**src/hw/mepic_pkg.sv**
```systemverilog
package mepic_pkg;

	// special function register addresses
	localparam logic [7:0] SFR_TCON      = 8'h88;
	localparam logic [7:0] SFR_IEN2      = 8'h9a;
	localparam logic [7:0] SFR_IEN0      = 8'ha8;
	localparam logic [7:0] SFR_PRIO_LOW  = 8'ha9;
	localparam logic [7:0] SFR_IEN1      = 8'hb8;
	localparam logic [7:0] SFR_PRIO_HIGH = 8'hb9;
	localparam logic [7:0] SFR_IRCON     = 8'hc0;
	localparam logic [7:0] SFR_TIMER2_CONTROL_REG     = 8'hc8;
	localparam logic [7:0] SFR_SUB_FLAGS = 8'he8;

	// memory-mapped enable and flag bytes
	localparam logic [15:0] XR_EN_WAKE = 16'h2002;
	localparam logic [15:0] XR_EN_LOCK = 16'h2007;
	localparam logic [15:0] XR_EN_MISC = 16'h20b0;
	localparam logic [15:0] XR_FL_MISC = 16'h20b1;

	// writable bit masks; other bits read zero
	localparam logic [7:0] MASK_IEN0  = 8'h9f;
	localparam logic [7:0] MASK_IEN1  = 8'h3e;
	localparam logic [7:0] MASK_IEN2  = 8'h01;
	localparam logic [7:0] MASK_TCON  = 8'h0a;
	localparam logic [7:0] MASK_IRCON = 8'h3e;
	localparam logic [7:0] MASK_TIMER2_CONTROL_REG = 8'h60;
	localparam logic [7:0] MASK_PRIO  = 8'h3f;
	localparam logic [7:0] MASK_XWAKE = 8'h03;
	localparam logic [7:0] MASK_XLOCK = 8'h30;
	localparam logic [7:0] MASK_XMISC = 8'h11;
	localparam logic [7:0] RESET_BYTE = 8'h00;

	// field positions
	localparam int IEN0_EX0  = 0;
	localparam int IEN0_ET0  = 1;
	localparam int IEN0_EX1  = 2;
	localparam int IEN0_ET1  = 3;
	localparam int IEN0_ES0  = 4;
	localparam int IEN0_GLOB = 7;
	localparam int IEN2_ES1  = 0;
	localparam int TCON_F0   = 1;
	localparam int TCON_F1   = 3;
	localparam int T2_POL2   = 5;
	localparam int T2_POL3   = 6;
	localparam int SF_XFER   = 0;
	localparam int SF_RTC    = 1;
	localparam int SF_COL1   = 2;
	localparam int SF_COL0   = 3;
	localparam int SF_BUTTON = 4;
	localparam int SF_TWAKE  = 5;
	localparam int SF_LRISE  = 6;
	localparam int SF_LFALL  = 7;
	localparam int XW_XFER   = 0;
	localparam int XW_RTC    = 1;
	localparam int XL_COL    = 4;
	localparam int XL_LOCK   = 5;
	localparam int XM_WDOG   = 0;
	localparam int XM_SPI    = 4;

	// sources in polling order
	localparam int NUM_SRC = 11;
	localparam logic [3:0] SRC_EXT0 = 4'h0;
	localparam logic [3:0] SRC_SER1 = 4'h1;
	localparam logic [3:0] SRC_TIM0 = 4'h2;
	localparam logic [3:0] SRC_EXT2 = 4'h3;
	localparam logic [3:0] SRC_EXT1 = 4'h4;
	localparam logic [3:0] SRC_EXT3 = 4'h5;
	localparam logic [3:0] SRC_TIM1 = 4'h6;
	localparam logic [3:0] SRC_EXT4 = 4'h7;
	localparam logic [3:0] SRC_SER0 = 4'h8;
	localparam logic [3:0] SRC_EXT5 = 4'h9;
	localparam logic [3:0] SRC_EXT6 = 4'ha;
	// two polling slots per group, external 6 alone in group 5
	localparam int SLOTS_PER_GROUP = 2;

	typedef struct packed {
		logic       valid;
		logic [3:0] src;
		logic [1:0] level;
	} mepic_req_t;

endpackage

```
**src/hw/mepic_edge.sv**
```systemverilog
`timescale 1ns/1ps
module mepic_edge
	import mepic_pkg::*;
#(
	parameter int WIDTH = 1
)(
	input  wire logic             clk,
	input  wire logic             rstn,
	input  wire logic [WIDTH-1:0] sig,
	output logic      [WIDTH-1:0] rise,
	output logic      [WIDTH-1:0] fall
);

	logic [WIDTH-1:0] prev_q;
	logic [WIDTH-1:0] prev_d;

	always_comb
	begin
		prev_d = sig;
		rise   = sig & ~prev_q;
		fall   = ~sig & prev_q;
	end

	always_ff @(posedge clk or negedge rstn)
	begin
		if (!rstn)
			prev_q <= '0;
		else
			prev_q <= prev_d;
	end

endmodule // mepic_edge

```
**src/hw/mepic_ctrl.sv**
```systemverilog
// Operation
// - seven external lines from on-chip peripheral sources
// - lines 2 and 3 polarity software selectable
// - lines 5 and 6 fire on source falling
// - line 4 both lock edges; line 3 busy falling
// - line 6 manual clear; lines 0-5 auto clear
// - lines 0 and 1 from digital I/O paths
// - line 2 merges two collisions and serial
// - line sub-sources have flag and enable (pairs share one); gate parent
// - core flags 0-5 cleared when core vectors
// - sub and wake flags clear on zero only
// - wake flags set on wakeup, no interrupt
// - button flag set on every press
// - six priority groups of paired sources, external 6 alone
// - level from high and low priority bits
// - fixed polling order among equal levels
// - line 2-6 enables and flags bits 1-5
// - sub-source flag byte bit layout
// - watchdog and serial enable, flag bytes
// - preempt only by strictly higher level
// - polarity 0 falling, 1 rising
// - global enable zero blocks all sources
`timescale 1ns/1ps
module mepic_ctrl
	import mepic_pkg::*;
(
	input  wire logic        clk,
	input  wire logic        rstn,
	input  wire logic [7:0]  sfrAddr,
	input  wire logic        sfrWrEn,
	input  wire logic [7:0]  sfrWrData,
	output logic      [7:0]  sfrRdData,
	input  wire logic [15:0] xAddr,
	input  wire logic        xWrEn,
	input  wire logic [7:0]  xWrData,
	output logic      [7:0]  xRdData,
	input  wire logic        dioHighEvent,
	input  wire logic        dioLowEvent,
	input  wire logic        flashCollisionA,
	input  wire logic        flashCollisionB,
	input  wire logic        spiEvent,
	input  wire logic        ceBusy,
	input  wire logic        pllLock,
	input  wire logic        eepromBusy,
	input  wire logic        transferBusy,
	input  wire logic        oneSecondTick,
	input  wire logic        watchdogNearOverflow,
	input  wire logic        timerWakeup,
	input  wire logic        pushButton,
	input  wire logic        timer0Req,
	input  wire logic        timer1Req,
	input  wire logic        serial0Req,
	input  wire logic        serial1Req,
	input  wire logic        ackValid,
	input  wire logic [3:0]  ackSrc,
	input  wire logic        retiPulse,
	output mepic_req_t       irqReq
);

	////////////////////////////////////////////////////////////////////////////
	// register state
	logic [7:0]  ien0_q, ien0_d, ien1_q, ien1_d, ien2_q, ien2_d, timer2_control_reg_q, timer2_control_reg_d;
	logic [7:0]  prioLow_q, prioLow_d, prioHigh_q, prioHigh_d;
	logic [7:0]  enWake_q, enWake_d, enLock_q, enLock_d, enMisc_q, enMisc_d;
	logic [7:0]  subFlag_q, subFlag_d, miscFlag_q, miscFlag_d;
	logic [6:0]  coreFlag_q, coreFlag_d;
	logic [3:0]  inService_q, inService_d;
	logic [7:0]  sfrRd_q, sfrRd_d, xRd_q, xRd_d;
	mepic_req_t  irq_q, irq_d;
	logic [10:0] rawRise, rawFall;
	logic [4:0]  lineRise, lineFall, lineLvl;
	logic [7:0]  subSet, miscSet;
	logic [6:0]  coreSet;
	logic [NUM_SRC-1:0] pending;
	logic        sfrHit, any2, any4, any6, haveActive, ackIsExt;
	logic [1:0]  curLevel, ackLevel;
	logic [2:0]  ackExt;

	assign sfrRdData = sfrRd_q;
	assign xRdData   = xRd_q;
	assign irqReq    = irq_q;

	function automatic logic [1:0] levelOf(input logic [3:0] src, input logic [7:0] lo,
		input logic [7:0] hi);
		int g;
		g = int'(src) / SLOTS_PER_GROUP;
		return {hi[g], lo[g]};
	endfunction

	////////////////////////////////////////////////////////////////////////////
	// edge detection of raw sources and of the merged lines
	mepic_edge #(.WIDTH(11)) u_rawEdge (
		.clk  (clk),
		.rstn (rstn),
		.sig  ({pushButton, timerWakeup, watchdogNearOverflow, oneSecondTick,
		        transferBusy, pllLock, spiEvent, flashCollisionB, flashCollisionA,
		        dioLowEvent, dioHighEvent}),
		.rise (rawRise),
		.fall (rawFall)
	);

	always_comb
	begin
		// each sub flag reaches its line only through an enable; the two collision flags share one, as do the two lock flags
		any2 = (subFlag_q[SF_COL0] | subFlag_q[SF_COL1]) & enLock_q[XL_COL]
		     | miscFlag_q[XM_SPI] & enMisc_q[XM_SPI];
		any4 = (subFlag_q[SF_LRISE] | subFlag_q[SF_LFALL]) & enLock_q[XL_LOCK];
		any6 = subFlag_q[SF_XFER] & enWake_q[XW_XFER]
		     | subFlag_q[SF_RTC] & enWake_q[XW_RTC]
		     | miscFlag_q[XM_WDOG] & enMisc_q[XM_WDOG];
		// active-low request on line 2 so a new request is a falling edge
		lineLvl = {any6, ~eepromBusy, any4, ceBusy, ~any2};
	end

	mepic_edge #(.WIDTH(5)) u_lineEdge (
		.clk  (clk),
		.rstn (rstn),
		.sig  (lineLvl),
		.rise (lineRise),
		.fall (lineFall)
	);

	////////////////////////////////////////////////////////////////////////////
	// flags
	always_comb
	begin
		sfrHit = sfrWrEn;
		subSet = '0;
		subSet[SF_XFER]   = rawFall[6];
		subSet[SF_RTC]    = rawFall[7];
		subSet[SF_COL1]   = rawRise[3];
		subSet[SF_COL0]   = rawRise[2];
		subSet[SF_BUTTON] = rawRise[10];
		subSet[SF_TWAKE]  = rawRise[9];
		subSet[SF_LRISE]  = rawRise[5];
		subSet[SF_LFALL]  = rawFall[5];
		miscSet = '0;
		miscSet[XM_WDOG] = rawFall[8];
		miscSet[XM_SPI]  = rawRise[4];
		coreSet[0] = rawRise[0];
		coreSet[1] = rawRise[1];
		coreSet[2] = timer2_control_reg_q[T2_POL2] ? lineRise[0] : lineFall[0];
		coreSet[3] = timer2_control_reg_q[T2_POL3] ? lineRise[1] : lineFall[1];
		coreSet[4] = lineRise[2];
		coreSet[5] = lineRise[3];
		coreSet[6] = lineRise[4];

		ackIsExt = 1'b1;
		ackExt   = 3'h0;
		case (ackSrc)
			SRC_EXT0: ackExt = 3'h0;
			SRC_EXT1: ackExt = 3'h1;
			SRC_EXT2: ackExt = 3'h2;
			SRC_EXT3: ackExt = 3'h3;
			SRC_EXT4: ackExt = 3'h4;
			SRC_EXT5: ackExt = 3'h5;
			default:  ackIsExt = 1'b0;
		endcase

		subFlag_d  = subFlag_q;
		miscFlag_d = miscFlag_q;
		coreFlag_d = coreFlag_q;
		if (sfrHit && sfrAddr == SFR_SUB_FLAGS)
			subFlag_d = subFlag_q & sfrWrData;
		if (xWrEn && xAddr == XR_FL_MISC)
			miscFlag_d = miscFlag_q & (xWrData | ~MASK_XMISC);
		if (sfrHit && sfrAddr == SFR_TCON)
		begin
			coreFlag_d[0] = sfrWrData[TCON_F0];
			coreFlag_d[1] = sfrWrData[TCON_F1];
		end
		if (sfrHit && sfrAddr == SFR_IRCON)
			coreFlag_d[6:2] = sfrWrData[5:1];
		// external 6 is left for its handler to clear
		if (ackValid && ackIsExt)
			coreFlag_d[ackExt] = 1'b0;
		// set beats any clear landing in the same cycle
		subFlag_d  = subFlag_d | subSet;
		miscFlag_d = miscFlag_d | miscSet;
		coreFlag_d = coreFlag_d | coreSet;
	end

	////////////////////////////////////////////////////////////////////////////
	// register writes and read mux
	always_comb
	begin
		ien0_d = ien0_q;
		ien1_d = ien1_q;
		ien2_d = ien2_q;
		timer2_control_reg_d = timer2_control_reg_q;
		prioLow_d = prioLow_q;
		prioHigh_d = prioHigh_q;
		enWake_d = enWake_q;
		enLock_d = enLock_q;
		enMisc_d = enMisc_q;
		// priority changes take effect at once; software must avoid doing so live
		if (sfrHit)
		begin
			case (sfrAddr)
				SFR_IEN0:      ien0_d = sfrWrData & MASK_IEN0;
				SFR_IEN1:      ien1_d = sfrWrData & MASK_IEN1;
				SFR_IEN2:      ien2_d = sfrWrData & MASK_IEN2;
				SFR_TIMER2_CONTROL_REG:     timer2_control_reg_d = sfrWrData & MASK_TIMER2_CONTROL_REG;
				SFR_PRIO_LOW:  prioLow_d = sfrWrData & MASK_PRIO;
				SFR_PRIO_HIGH: prioHigh_d = sfrWrData & MASK_PRIO;
				default:       ien0_d = ien0_q;
			endcase
		end
		if (xWrEn)
		begin
			case (xAddr)
				XR_EN_WAKE: enWake_d = xWrData & MASK_XWAKE;
				XR_EN_LOCK: enLock_d = xWrData & MASK_XLOCK;
				XR_EN_MISC: enMisc_d = xWrData & MASK_XMISC;
				default:    enWake_d = enWake_q;
			endcase
		end
		case (sfrAddr)
			SFR_IEN0:      sfrRd_d = ien0_q;
			SFR_IEN1:      sfrRd_d = ien1_q;
			SFR_IEN2:      sfrRd_d = ien2_q;
			SFR_TIMER2_CONTROL_REG:     sfrRd_d = timer2_control_reg_q;
			SFR_PRIO_LOW:  sfrRd_d = prioLow_q;
			SFR_PRIO_HIGH: sfrRd_d = prioHigh_q;
			SFR_TCON:      sfrRd_d = {4'h0, coreFlag_q[1], 1'b0, coreFlag_q[0], 1'b0};
			SFR_IRCON:     sfrRd_d = {2'h0, coreFlag_q[6:2], 1'b0};
			SFR_SUB_FLAGS: sfrRd_d = subFlag_q;
			default:       sfrRd_d = RESET_BYTE;
		endcase
		case (xAddr)
			XR_EN_WAKE: xRd_d = enWake_q;
			XR_EN_LOCK: xRd_d = enLock_q;
			XR_EN_MISC: xRd_d = enMisc_q;
			XR_FL_MISC: xRd_d = miscFlag_q;
			default:    xRd_d = RESET_BYTE;
		endcase
	end

	////////////////////////////////////////////////////////////////////////////
	// arbitration and in-service levels
	always_comb
	begin
		logic [1:0] bestLvl;
		logic [1:0] lvl;
		logic       found;
		bestLvl = 2'h0;
		lvl     = 2'h0;
		found   = 1'b0;
		pending[SRC_EXT0] = coreFlag_q[0] & ien0_q[IEN0_EX0];
		pending[SRC_SER1] = serial1Req & ien2_q[IEN2_ES1];
		pending[SRC_TIM0] = timer0Req & ien0_q[IEN0_ET0];
		pending[SRC_EXT2] = coreFlag_q[2] & ien1_q[1];
		pending[SRC_EXT1] = coreFlag_q[1] & ien0_q[IEN0_EX1];
		pending[SRC_EXT3] = coreFlag_q[3] & ien1_q[2];
		pending[SRC_TIM1] = timer1Req & ien0_q[IEN0_ET1];
		pending[SRC_EXT4] = coreFlag_q[4] & ien1_q[3];
		pending[SRC_SER0] = serial0Req & ien0_q[IEN0_ES0];
		pending[SRC_EXT5] = coreFlag_q[5] & ien1_q[4];
		pending[SRC_EXT6] = coreFlag_q[6] & ien1_q[5];
		if (!ien0_q[IEN0_GLOB])
			pending = '0;

		haveActive = |inService_q;
		curLevel   = inService_q[3] ? 2'h3 : inService_q[2] ? 2'h2 :
		             inService_q[1] ? 2'h1 : 2'h0;
		irq_d = '0;
		for (int i = 0; i < NUM_SRC; i++)
		begin
			lvl = levelOf(4'(i), prioLow_q, prioHigh_q);
			// strict compare keeps the earlier poll slot on a tie
			if (pending[i] && (!found || lvl > bestLvl))
			begin
				found     = 1'b1;
				bestLvl   = lvl;
				irq_d.src = 4'(i);
			end
		end
		irq_d.level = bestLvl;
		irq_d.valid = found && (!haveActive || bestLvl > curLevel);

		ackLevel    = levelOf(ackSrc, prioLow_q, prioHigh_q);
		inService_d = inService_q;
		if (retiPulse)
			inService_d[curLevel] = 1'b0;
		if (ackValid)
			inService_d[ackLevel] = 1'b1;
	end

	always_ff @(posedge clk or negedge rstn)
	begin
		if (!rstn)
		begin
			ien0_q <= RESET_BYTE;
			ien1_q <= RESET_BYTE;
			ien2_q <= RESET_BYTE;
			timer2_control_reg_q <= RESET_BYTE;
			prioLow_q <= RESET_BYTE;
			prioHigh_q <= RESET_BYTE;
			enWake_q <= RESET_BYTE;
			enLock_q <= RESET_BYTE;
			enMisc_q <= RESET_BYTE;
			subFlag_q <= RESET_BYTE;
			miscFlag_q <= RESET_BYTE;
			coreFlag_q <= '0;
			inService_q <= '0;
			sfrRd_q <= RESET_BYTE;
			xRd_q <= RESET_BYTE;
			irq_q <= '0;
		end
		else
		begin
			ien0_q <= ien0_d;
			ien1_q <= ien1_d;
			ien2_q <= ien2_d;
			timer2_control_reg_q <= timer2_control_reg_d;
			prioLow_q <= prioLow_d;
			prioHigh_q <= prioHigh_d;
			enWake_q <= enWake_d;
			enLock_q <= enLock_d;
			enMisc_q <= enMisc_d;
			subFlag_q <= subFlag_d;
			miscFlag_q <= miscFlag_d;
			coreFlag_q <= coreFlag_d;
			inService_q <= inService_d;
			sfrRd_q <= sfrRd_d;
			xRd_q <= xRd_d;
			irq_q <= irq_d;
		end
	end

	////////////////////////////////////////////////////////////////////////////
	// checks
	AST_EXT5_FALL: assert property (@(posedge clk) disable iff (!rstn)
		$fell(eepromBusy) |=> coreFlag_q[5])
		else $error("eeprom busy fall did not flag line 5");
	AST_EXT3_POL: assert property (@(posedge clk) disable iff (!rstn)
		!timer2_control_reg_q[T2_POL3] && $fell(ceBusy) |=> coreFlag_q[3])
		else $error("busy fall did not flag line 3");
	AST_LOCK_BOTH: assert property (@(posedge clk) disable iff (!rstn)
		enLock_q[XL_LOCK] && !any4 && $changed(pllLock) && !sfrWrEn && !xWrEn
		|-> ##2 coreFlag_q[4])
		else $error("lock change did not flag line 4");
	AST_EXT6_MANUAL: assert property (@(posedge clk) disable iff (!rstn)
		ackValid && ackSrc == SRC_EXT6 && coreFlag_q[6] && !sfrWrEn |=> coreFlag_q[6])
		else $error("line 6 flag cleared by vectoring");
	AST_AUTO_CLEAR: assert property (@(posedge clk) disable iff (!rstn)
		ackValid && ackSrc == SRC_EXT5 && !lineRise[3] && !sfrWrEn |=> !coreFlag_q[5])
		else $error("line 5 flag not cleared by vectoring");
	AST_ONES_KEEP: assert property (@(posedge clk) disable iff (!rstn)
		sfrWrEn && sfrAddr == SFR_SUB_FLAGS
		|=> &(subFlag_q | ~($past(subFlag_q) & $past(sfrWrData))))
		else $error("sub flag cleared by a one write");
	AST_WAKE_SET: assert property (@(posedge clk) disable iff (!rstn)
		$rose(timerWakeup) |=> subFlag_q[SF_TWAKE])
		else $error("timer wake flag not set");
	AST_BUTTON_SET: assert property (@(posedge clk) disable iff (!rstn)
		$rose(pushButton) |=> subFlag_q[SF_BUTTON])
		else $error("button flag not set");
	AST_GLOBAL_OFF: assert property (@(posedge clk) disable iff (!rstn)
		!ien0_q[IEN0_GLOB] |=> !irq_q.valid)
		else $error("request raised while globally disabled");
	AST_PREEMPT: assert property (@(posedge clk) disable iff (!rstn)
		irq_q.valid |-> !$past(haveActive) || irq_q.level > $past(curLevel))
		else $error("request not above level in service");
	AST_GATE: assert property (@(posedge clk) disable iff (!rstn)
		!enLock_q[XL_COL] && !enMisc_q[XM_SPI] && !timer2_control_reg_q[T2_POL2] && !sfrWrEn
		|=> !$rose(coreFlag_q[2]))
		else $error("disabled sub source reached line 2");

endmodule // mepic_ctrl

```
**config.mk**
```make
export PLATFORM = sky130hd
export DESIGN_NAME = mepic_ctrl
export DESIGN_NICKNAME = d
export VERILOG_FILES = /design/src/hw/mepic_pkg.sv /design/src/hw/mepic_edge.sv /design/src/hw/mepic_ctrl.sv
export SDC_FILE = /design/constraint.sdc
export NUM_CORES = 1
export LEC_CHECK = 0
export ABC_AREA = 1
export BUFFER_PORTS_ARGS = -buffer_cell sky130_fd_sc_hd__buf_2
export CORE_AREA = 2 2 116 118
export CTS_CLUSTER_SIZE = 24
export DETAILED_ROUTE_END_ITERATION = 8
export DIE_AREA = 0 0 118 120
export GPL_TIMING_DRIVEN = 0
export PLACE_DENSITY = 0.6
export SLEW_MARGIN = 20
export SYNTH_ARGS = -nofsm -noshare
export SYNTH_HDL_FRONTEND = slang
export SYNTH_HIERARCHICAL = 1
export SYNTH_SLANG_ARGS = --single-unit
```
**constraint.sdc**
```tcl
create_clock -name clk -period 11.7 [get_ports clk]
set_input_delay 1.17 -clock clk [delete_from_list [all_inputs] [get_ports clk]]
set_output_delay 1.17 -clock clk [all_outputs]
set_load 0.1 [all_outputs]
```
; ---- After elaboration in Yosys (flattened, before gate mapping)
; Index checks and enable logic that the tools add are counted.
[totals]
register_bits = 98
output_inout_bits = 23
inputBits = 67
[op_classes]
mux = 59
n_lt_le_gt_ge = 18
bitwise = 42
n_reduce_logical = 53
eq_ne = 18
[op_table]
columns = op, n
row1 = $eq A8 B8 Y1 const B, 9
row2 = $pmux W8 S9, 1
row3 = $eq A16 B14 Y1 const B, 4
row4 = $mux W2, 16
row5 = $mux W4, 8
row6 = $pmux W8 S4, 1
row7 = $gt A2 B2 Y1, 11
row8 = $mux W1, 21
row9 = $logic_and A1 B1 Y1, 19
row10 = $reduce_and A2 Y1, 9
row11 = $and A1 B1 Y1, 17
row12 = $and A8 B8 Y8, 2
row13 = $mux W8, 2
row14 = $pmux W3 S5, 1
row15 = $eq A4 B3 Y1 const B, 3
row16 = $and A11 B11 Y11, 1
row17 = $logic_not A1 Y1, 11
row18 = $logic_or A1 B1 Y1, 11
row19 = $mux W11, 1
row20 = $not A11 Y11, 1
row21 = $and A9 B9 Y9, 1
row22 = $not A9 Y9, 1
row23 = $lt A3 B4 Y1 const B, 2
row24 = $or A8 B5 Y8, 1
row25 = other kinds (27), 36

; ---- Longest topological paths before layout
; Gate-level depths: netlist of the first run.
[logic_depth]
depth_word = 46
ltp_mapped = 80
ltp_nobuf = 79

; ---- By module
; Netlist of the first run, hierarchy kept.
[by_module_without_submodules]
columns = module, cells_per_inst, area_each_um2, seq_area_each_um2, n_inst
row1 = mepic_ctrl, 601, 4430.5, 1801.7, 1
row2 = mepic_edge (u_rawEdge), 55, 440.4, 275.3, 1
row3 = mepic_edge (u_lineEdge), 25, 200.2, 125.1, 1

; ---- Least setup slack after synthesis of the first run
; OpenSTA, ideal clock, no wires.
[synth_timing]
path_kind = input -> register
startpoint = input port serial1Req
endpoint = register irq_q, in the netlist irqReq[6]
required_ns = 11.580
n_path_buf = 0
arrival_time_ns = 9.102
setup_ns = 0.120
cell_stages = 70
slack_ns = 2.479
path_cell_list = nand3_4 -> nand2_4 -> inv_1 -> nor2_1 -> ha_1 -> nor2_1 -> nor2_1 -> nand2_1 -> nand3_1 -> o21ai_0 -> ha_1 -> nand2_1 -> nand2_1 -> nand2_2 -> nand2_4 -> o21ai_0 -> ha_1 -> nor2_1 -> (+34 left out) -> nand2_1 -> nand2_1 -> ha_1 -> inv_1 -> nor2_1 -> o21ai_0 -> nand2_1 -> nand2_1 -> inv_1 -> nand2_1 -> nand2_1 -> ha_1 -> inv_1 -> nor2_1 -> o21ai_0 -> o21ai_0 -> o21ai_0 -> inv_1
[synth_rtl]
columns = item, line_no
row1 = "start, declared", mepic_ctrl.sv:53  ; input wire logic serial1Req,
row2 = "end signal, assigned", mepic_ctrl.sv:327  ; irq_q <= irq_d;
row3 = "end, declared", mepic_ctrl.sv:69  ; mepic_req_t irq_q, irq_d;

==> out/metrics.yaml, run 1 <==
placed_design:
  io_buffer_count: 80
  placed_cell_area_um2: 5640
  hpwlAfterDp_mm: 9.94
  gp_congestion: 0.872
global_route:
  grt_use_total: 0.187
  grt_pass1_vias: 4215
  antenna_found_initial: 0
  grt_max_degree: 73
  gr-total-overflow: 0
  grt_pass1_wl_mm: 20.7
drt:
  vias_per_cell: 4.78
  vias: 4446
  routed_wl_mm: 12.6
  drcViolationCount: 0
  wl_per_cell_um: 13.6
  initialDrtViolationCount: 160
  first_pass_iters: 5
  final_antenna_net_count: 0
timing:
  slew_violations: 0
  hold_violations: 0
  tns_ps: 0
  clock.fmax_mhz: 101
  worst_pin_slew_ps: 1010
  fin_skew_ps: 6.45
  setup_violations: 0
  period_needed_ps: 9920
  slew_headroom: 0.321
  rsz0062_at_grt: "no"
  period_share: 0.848
finish:
  num_antenna_cells: 0
  final_cell_mix: "nand2_1, inv_1, dfrtp_1"
  layout_commonest_cell: "nand2_1"
  stdcell_area_um2: 5910
  nets: 829
  layout-drive-gt1-share: 0.190
  syn2layout_area_growth_pct: 18.9
worst_setup_path:
  cp_slowest_cell: "o21ai_0"
  r2r_end: "irqReq[6]$_DFF_PN0_"
  crit_fanout: 9
  rr_startpoint: "ien0_q[7]$_DFFE_PN0P_"
  worst-setup-path-type: "in -> reg"
  cp_data_arrival_time_ps: 10160
  setup.worst_path.end_class: "register"
  critPathMaxStageDelay_ps: 360
  cp.required_ps: 11940
  rr_worst_depth: 70
  rrSetupSlack_ps: 2190
  setup.worst_path.start: "serial1Req"
  cp_common_cell: "nand2_1"
  crit_path_start_kind: "input port"
die:
  die_w_um: 118
  core_um2: 13000
  die_h_um: 120
  die_area_um2: 14200
  core.rowCount: 42
  io_pins: 90
  start_util: 0.383
pwr:
  power.share.clock: 0.253
  pwr-share-comb: 0.423
  p_leak_nw: 3.13
  peakVddDrop_v: 0.0000862
  netSwitchingFraction: 0.417
  powerDensity_nw_per_um2: 181
  p_int_uw: 624
  seq_power_share: 0.324
  net-switching-power_uw: 445
clock_tree:
  clock-root-buffer: "clkbuf_16"
  cts_hold_buf: 0
  cts_tree: "done"
  numCtsBuffers: 9
  cts.sinks: 88
  clock_latency_ps: 350
  post_cts_resized: 0
  post_cts_buffers: 0
  htree_levels: 3
  clock_path_buffers: 2
  path_clk_slew_ps: 60
min_path:
  min_to: "coreFlag_q[1]$_DFF_PN0_"
  holdCritStartpoint: "u_rawEdge/prev_q[1]$_DFF_PN0_"
  hp-class: "reg -> reg"
  hold_depth: 3
status:
  status: "completed"
logic_synthesis:
  synthCells: 655
  avgSynthCellArea_um2: 7.59
  synth.cell_area_um2: 4970
  yosys_warnings: 6
flow_run:
  maxCapViolations: 0
## worst max-delay path: cells and delay by family
| kind | cells | cell delay [ps] |
|---|---|---|
| AND/OR/NAND/NOR | 41 | 3370 |
| AO/OA/AOI/OAI | 13 | 2370 |
| buffers and inverters | 6 | 460 |
| adder cells (fa/ha/maj) | 10 | 2770 |
## sequential cells by signal, summed over array words and instances, names as in the netlist, 4 cells and up
signal,cells
xRdData,4
ien0_q,6
inService_q,4
prioHigh_q,6
irqReq,7
coreFlag_q,7
subFlag_q,8
prioLow_q,6
sfrRdData,8
u_rawEdge/prev_q,11
u_lineEdge/prev_q,5
ien1_q,5
## per-stage QoR
| stage | power (mW) | setup slack (ps) | util | hold WS [ps] | instances |
|---|---|---|---|---|---|
| after floorplan | 0.715 | 2480 | - | 453 | 658 |
| after global placement | 0.792 | 1620 | 0.432 | 465 | 914 |
| after detailed placement | 0.804 | 1400 | 0.434 | 465 | 915 |
| after CTS | 1.08 | 1740 | 0.455 | 475 | 930 |
| after global routing | 1.15 | 430 | 0.455 | 496 | 930 |
| final | 1.07 | 1780 | 0.455 | 472 | 930 |
## worst max-delay path by stage
stage,to,depth (start not counted)
detailed placement,irqReq[6]$_DFF_PN0_,70
global route,irqReq[6]$_DFF_PN0_,70
finish,irqReq[6]$_DFF_PN0_,70
global placement,irqReq[6]$_DFF_PN0_,70
CTS,irqReq[6]$_DFF_PN0_,70
floorplan,irqReq[6]$_DFF_PN0_,70
## layout make-up
cell class / count / area (um^2)
clock inverter: 4 / 20.0
tap: 176 / 220
sequential: 88 / 2200
clock buffer: 11 / 253
buffer: 9 / 56.3
fill: 1321 / 7070
timing repair buffer: 81 / 434
inverter: 113 / 424
multi-input combinational: 448 / 2300
## power by group through the flow
| stage | clock network [mW] | registers [mW] | logic, mW |
|---|---|---|---|
| after floorplan | 0 | 0.437 | 0.278 |
| after global placement | 0 | 0.351 | 0.441 |
| after detailed placement | 0 | 0.352 | 0.452 |
| after CTS | 0.277 | 0.346 | 0.453 |
| after global routing | 0.292 | 0.350 | 0.513 |
| final | 0.271 | 0.347 | 0.452 |
## routing by layer
metal	routed length, um	global-route usage
met4	216	0.0587
met5	0	0
met2	6210	0.330
met3	565	0.0390
met1	5650	0.230
(Power assumes the default switching activity.)
==> run 2, diff against run 1 <==
PLACE_DENSITY = 0.62   (was 0.6)
clock period = 8.2 ns   (was 11.7 ns; I/O delays follow)
==> out/metrics.yaml, run 2 (synthesized netlist as in run 1, its figures left out) <==
drt:
  vias_per_cell: 4.92  # +3.0%
  vias: 4821  # +8.4%
  routed_wl_mm: 14.3  # +13%
  wl_per_cell_um: 14.6  # +7.6%
  first_pass_iters: 5  # unchanged
  initialDrtViolationCount: 342  # +110%
  final_antenna_net_count: 0  # unchanged
  drcViolationCount: 0  # unchanged
clock_tree:
  cts_tree: "done"
  path_clk_slew_ps: 70  # about the same
  clock_latency_ps: 350  # about the same
  clock_path_buffers: 2  # unchanged
  numCtsBuffers: 9  # unchanged
  clock-root-buffer: "clkbuf_16"
  cts.sinks: 88  # unchanged
  cts_hold_buf: 0  # unchanged
  htree_levels: 3  # unchanged
finish:
  num_antenna_cells: 0  # unchanged
  stdcell_area_um2: 6760  # +14%
  utilization: 0.521  # +0.0655
  layout_commonest_cell: "nand2_1"
  syn2layout_area_growth_pct: 35.9
  fin_cells: 979  # +5.3%
  largest_reg_flops: 11  # unchanged
  final_cell_mix: "nand2_1, inv_1, dfrtp_1"
  max_flop_register: "u_rawEdge/prev_q"
  layout-drive-gt1-share: 0.303  # +0.113
  nets: 877  # +5.8%
global_route:
  gr-total-overflow: 0  # unchanged
  grt_pass1_vias: 4661  # +11%
  antenna_found_initial: 0  # unchanged
  grt_max_degree: 69  # -5.5%
  grt_use_total: 0.199  # +0.0120
  grt_pass1_wl_mm: 22.1  # +6.7%
pwr:
  p_leak_nw: 3.47  # +11%
  peakVddDrop_v: 0.000149  # +73%
  power.total_mw: 2.08  # +95%
  powerDensity_nw_per_um2: 308  # +70%
worst_setup_path:
  cp_data_arrival_time_ps: 8600  # -1560 ps
  cp_num_cells: 75  # +7.1%
  rr_worst_depth: 75  # +7.1%
  crit_buf_inv: 9  # +3
  critPathMaxStageDelay_ps: 320  # -40 ps
  rr_startpoint: "ien0_q[7]$_DFFE_PN0P_"
  cp_slowest_cell: "ha_1"
  worst-setup-path-type: "in -> reg"
  cpLargestDelayFamily: "simple AND/OR/NAND/NOR gates"
  setup.worst_path.end_class: "register"
  cp.required_ps: 8440  # -3500 ps
  crit_path_start_kind: "input port"
  setup.worst_path.start: "serial1Req"
  crit_fanout: 5  # -4
die:
  core_um2: 13000  # unchanged
  io_pins: 90  # unchanged
  die_w_um: 118  # unchanged
  start_util: 0.383  # unchanged
  die_area_um2: 14200  # unchanged
  die_h_um: 120  # unchanged
  core.rowCount: 42  # unchanged
timing:
  slew_violations: 0  # unchanged
  worst_pin_slew_ps: 1030  # +16.0 ps
  period_needed_ps: 8360
  rsz0062_at_grt: "yes"
  slew_headroom: 0.311  # -0.00971
  holdWs_ps: 309  # -163 ps
  fin_skew_ps: 7.43  # +0.983 ps
  period_share: 1.02
  hold_violations: 0  # unchanged
  setup_violations: 1  # +1
  setup_slack_ps: -159  # -1940 ps
  clock.fmax_mhz: 120
placed_design:
  gp_congestion: 0.870  # -0.22%
  dp.cells: 915  # unchanged
  placed_cell_area_um2: 5670  # +0.60%
  io_buffer_count: 80  # unchanged
  hpwlAfterDp_mm: 10.0  # +0.92%
status:
  violations: "negative setup slack"
  status: "finished with violations"
min_path:
  hp-class: "in -> async"
flow_run:
  maxCapViolations: 0  # unchanged
-- run 2: cell count changes in the layout (fill, tap and decap cells not counted), moves of 9 or more --
cell | before | now
nand2_4 | 7 | 20
ha_1 | 12 | 3
ha_4 | 0 | 9
buf_4 | 4 | 50
o21ai_0 | 66 | 55
nand2_1 | 149 | 134
-- run 2: final timing paths --
| check | endpoint | slack, ps |
|---|---|---|
| worst max register to register | irqReq[6]$_DFF_PN0_ | -130 |
| max in group asynchronous | ien0_q[2]$_DFFE_PN0P_ | 7270 |
| worst min register to register | miscFlag_q[4]$_DFF_PN0_ | 480 |
| min in group clk | miscFlag_q[4]$_DFF_PN0_ | 480 |
| worst max-delay path | irqReq[6]$_DFF_PN0_ | -160 |
| worst min-delay path | sfrRdData[3]$_DFF_PN0_ | 310 |
-- run 2: power by group --
group | internal, mW | total (mW) | switching [mW]
clock | 0.329 | 0.511 | 0.182
sequential | 0.477 | 0.495 | 0.0176
combinational | 0.434 | 1.08 | 0.643
-- run 2: cell type report --
| type | count | area [um^2] |
|---|---|---|
| Buffer | 9 | 56.3 |
| Clock buffer | 9 | 225 |
| Clock inverter | 7 | 144 |
| Fill cell | 1252 | 6220 |
| Inverter | 113 | 427 |
| Multi-Input combinational cell | 448 | 2680 |
| Sequential cell | 88 | 2200 |
| Tap cell | 176 | 220 |
| Timing Repair Buffer | 129 | 812 |
-- run 2: routing by layer --
| metal | global-route usage | share of wire | routed length [um] |
|---|---|---|---|
| met2 | 0.363 | 0.51 | 7250 |
| met4 | 0.0783 | 0.027 | 380 |
| met3 | 0.0361 | 0.044 | 628 |
| met1 | 0.232 | 0.42 | 6050 |
| met5 | 0 | 0 | 0 |
-- run 2: metrics by stage --
| stage | setup slack, ps | setup TNS (ps) |
|---|---|---|
| after floorplan | -149 | -149 |
| after global placement | -843 | -1180 |
| after CTS | -130 | -130 |
| final | -159 | -159 |
| after detailed placement | -1080 | -2540 |
| after global routing | -622 | -918 |
-- run 2: timing repair --
item | in CTS | in global routing
pin swaps | 51 | 45
buffers inserted | 37 | 15
endpoints found under the setup margin | 1 | 7
gates resized for setup | 38 | 38
==> run 3, diff against run 2 <==
ABC_AREA = unset   (was 1)
ABC_CLOCK_PERIOD_IN_PS = 8200   (was unset)
==> out/metrics.yaml, run 3 <==
clock_tree:
  numCtsBuffers: 9  # unchanged
  cts.sinks: 88  # unchanged
  cts_tree: "done"
  htree_levels: 3  # unchanged
  clock-root-buffer: "clkbuf_16"
  path_clk_slew_ps: 70  # about the same
  cts_hold_buf: 0  # unchanged
  clock_latency_ps: 350  # about the same
  clock_path_buffers: 2  # unchanged
worst_setup_path:
  cp_common_cell: "buf_4"
  worst-setup-path-type: "in -> reg"
  crit_fanout: 4  # -1
  cp_slowest_cell: "mux2_4"
  r2r_end: "irqReq[6]$_DFF_PN0_"
  crit_buf_inv: 20  # +11
  cp_data_arrival_time_ps: 11750  # +3150 ps
  rrSetupSlack_ps: -3340  # -3210 ps
  cp.required_ps: 8370  # -70 ps
  rr_worst_depth: 66  # -12%
  setup.worst_path.end_class: "register"
  crit_path_start_kind: "input port"
  cpLargestDelayFamily: "compound AO/OA/AOI/OAI gates"
  critPathMaxStageDelay_ps: 350  # +30 ps
  rr_startpoint: "coreFlag_q[0]$_DFF_PN0_"
flow_run:
  maxCapViolations: 0  # unchanged
placed_design:
  io_buffer_count: 77  # -3.8%
  hpwlAfterDp_mm: 9.99  # -0.40%
  gp_congestion: 0.888  # +2.0%
timing:
  setup_violations: 7  # +6
  slew_violations: 0  # unchanged
  rsz0062_at_grt: "yes"
  holdWs_ps: 327  # +18.3 ps
  period_share: 1.41  # +0.393
  slew_headroom: 0.350  # +0.0394
  worst_pin_slew_ps: 964  # -61.8 ps
  fin_skew_ps: 8.99  # +1.56 ps
  setup_slack_ps: -3380  # -3220 ps
  hold_violations: 0  # unchanged
  clock.fmax_mhz: 86.4  # -28%
  period_needed_ps: 11580  # +3220 ps
status:
  violations: "negative setup slack"
  status: "finished with violations"
finish:
  num_antenna_cells: 0  # unchanged
  syn2layout_area_growth_pct: 38.7
  final_cell_mix: "dfrtp_1, buf_2, buf_4"
  layout-drive-gt1-share: 0.460  # +0.157
  max_flop_register: "u_rawEdge/prev_q"
  largest_reg_flops: 11  # unchanged
  nets: 709  # -19%
  layout_commonest_cell: "dfrtp_1"
  utilization: 0.529  # +0.00829
pwr:
  netSwitchingFraction: 0.245  # -0.159
  power.share.clock: 0.447  # +0.202
  powerDensity_nw_per_um2: 156  # -49%
  power.total_mw: 1.07  # -48%
  pwr-share-comb: 0.120  # -0.397
  peakVddDrop_v: 0.000104  # -30%
  p_int_uw: 810  # -35%
  seq_power_share: 0.433  # +0.196
  p_leak_nw: 3.20  # -7.8%
  net-switching-power_uw: 263  # -69%
drt:
  final_antenna_net_count: 0  # unchanged
  wl_per_cell_um: 18.1  # +24%
  routed_wl_mm: 14.7  # +2.7%
  first_pass_iters: 5  # unchanged
  initialDrtViolationCount: 312  # -8.8%
  vias_per_cell: 5.43  # +10%
  drcViolationCount: 0  # unchanged
  vias: 4405  # -8.6%
min_path:
  hp-class: "in -> async"
logic_synthesis:
  yosys_warnings: 6  # unchanged
  synthCells: 474  # -28%
  synth.cell_area_um2: 4950  # -0.45%
  avgSynthCellArea_um2: 10.4  # +38%
global_route:
  antenna_found_initial: 0  # unchanged
  grt_max_degree: 65  # -5.8%
  grt_pass1_wl_mm: 22.9  # +3.7%
  gr-total-overflow: 0  # unchanged
  grt_use_total: 0.207  # +0.00794
  grt_pass1_vias: 4426  # -5.0%
die:
  die_area_um2: 14200  # unchanged
  start_util: 0.381  # -0.00174
  core_um2: 13000  # unchanged
  core.rowCount: 42  # unchanged
  die_h_um: 120  # unchanged
  io_pins: 90  # unchanged
  die_w_um: 118  # unchanged
-- run 3: worst max-delay path by stage --
| stage | endpoint | cells past startpoint | slack (ps) | from |
|---|---|---|---|---|
| 6_report | irqReq[6]$_DFF_PN0_ | 67 | -3380 | serial1Req |
| 3_5_place_dp | irqReq[6]$_DFF_PN0_ | 61 | -4350 | serial1Req |
| 5_1_grt | irqReq[6]$_DFF_PN0_ | 60 | -3680 | serial1Req |
| 4_1_cts | irqReq[6]$_DFF_PN0_ | 60 | -3110 | serial1Req |
| 3_3_place_gp | irqReq[6]$_DFF_PN0_ | 61 | -4150 | serial1Req |
| 2_1_floorplan | irqReq[6]$_DFF_PN0_ | 59 | -3180 | serial1Req |
-- run 3: worst reg2reg max path, delay by kind of cell, from the launching register on --
| family | cells | cell delay [ps] |
|---|---|---|
| AO/OA/AOI/OAI | 22 | 3600 |
| multiplexers | 4 | 1220 |
| adder cells (fa/ha/maj) | 9 | 2350 |
| flip-flops | 1 | 450 |
| AND/OR/NAND/NOR | 12 | 1320 |
| buffers and inverters | 19 | 2400 |
-- run 3: power groups by stage --
stage               Combinational (mW)  Clock [mW]  Sequential, mW
finish                           0.129       0.479           0.465
global route                     0.140       0.507           0.467
CTS                              0.121       0.490           0.464
detailed placement               0.113           0           0.472
global placement                 0.108           0           0.472
floorplan                       0.0645           0           0.471
-- run 3: layout make-up --
type | instances | area (um^2)
Timing Repair Buffer | 142 | 917
Clock inverter | 5 | 104
Tap cell | 176 | 220
Inverter | 15 | 56.3
Sequential cell | 88 | 2200
Clock buffer | 11 | 243
Buffer | 15 | 83.8
Fill cell | 1132 | 6110
Multi-Input combinational cell | 359 | 3040
-- run 3: routing by layer --
layer	vias up	wire length, um	global-route usage
li1	2048	-	-
met1	2166	6180	0.259
met2	162	7330	0.354
met3	29	812	0.0394
met4	0	373	0.0828
met5	-	0	0
-- run 3: through the flow --
| stage | std cells | worst slack [ps] | TNS (ps) | instance area, um^2 |
|---|---|---|---|---|
| 3_5_place_dp | 731 | -4350 | -25190 | 5740 |
| 2_1_floorplan | 477 | -3180 | -17760 | 5100 |
| 5_1_grt | 811 | -3680 | -22570 | 6870 |
| 3_3_place_gp | 730 | -4150 | -23700 | 5710 |
| 6_report | 811 | -3380 | -20430 | 6870 |
| 4_1_cts | 799 | -3110 | -17580 | 6600 |
-- run 3: timing repair --
item | 4_1_cts | 5_1_grt
gates resized for setup | 28 | 29
buffers inserted | 53 | 13
pin swaps | 34 | 34
endpoints found under the setup margin | 7 | 7
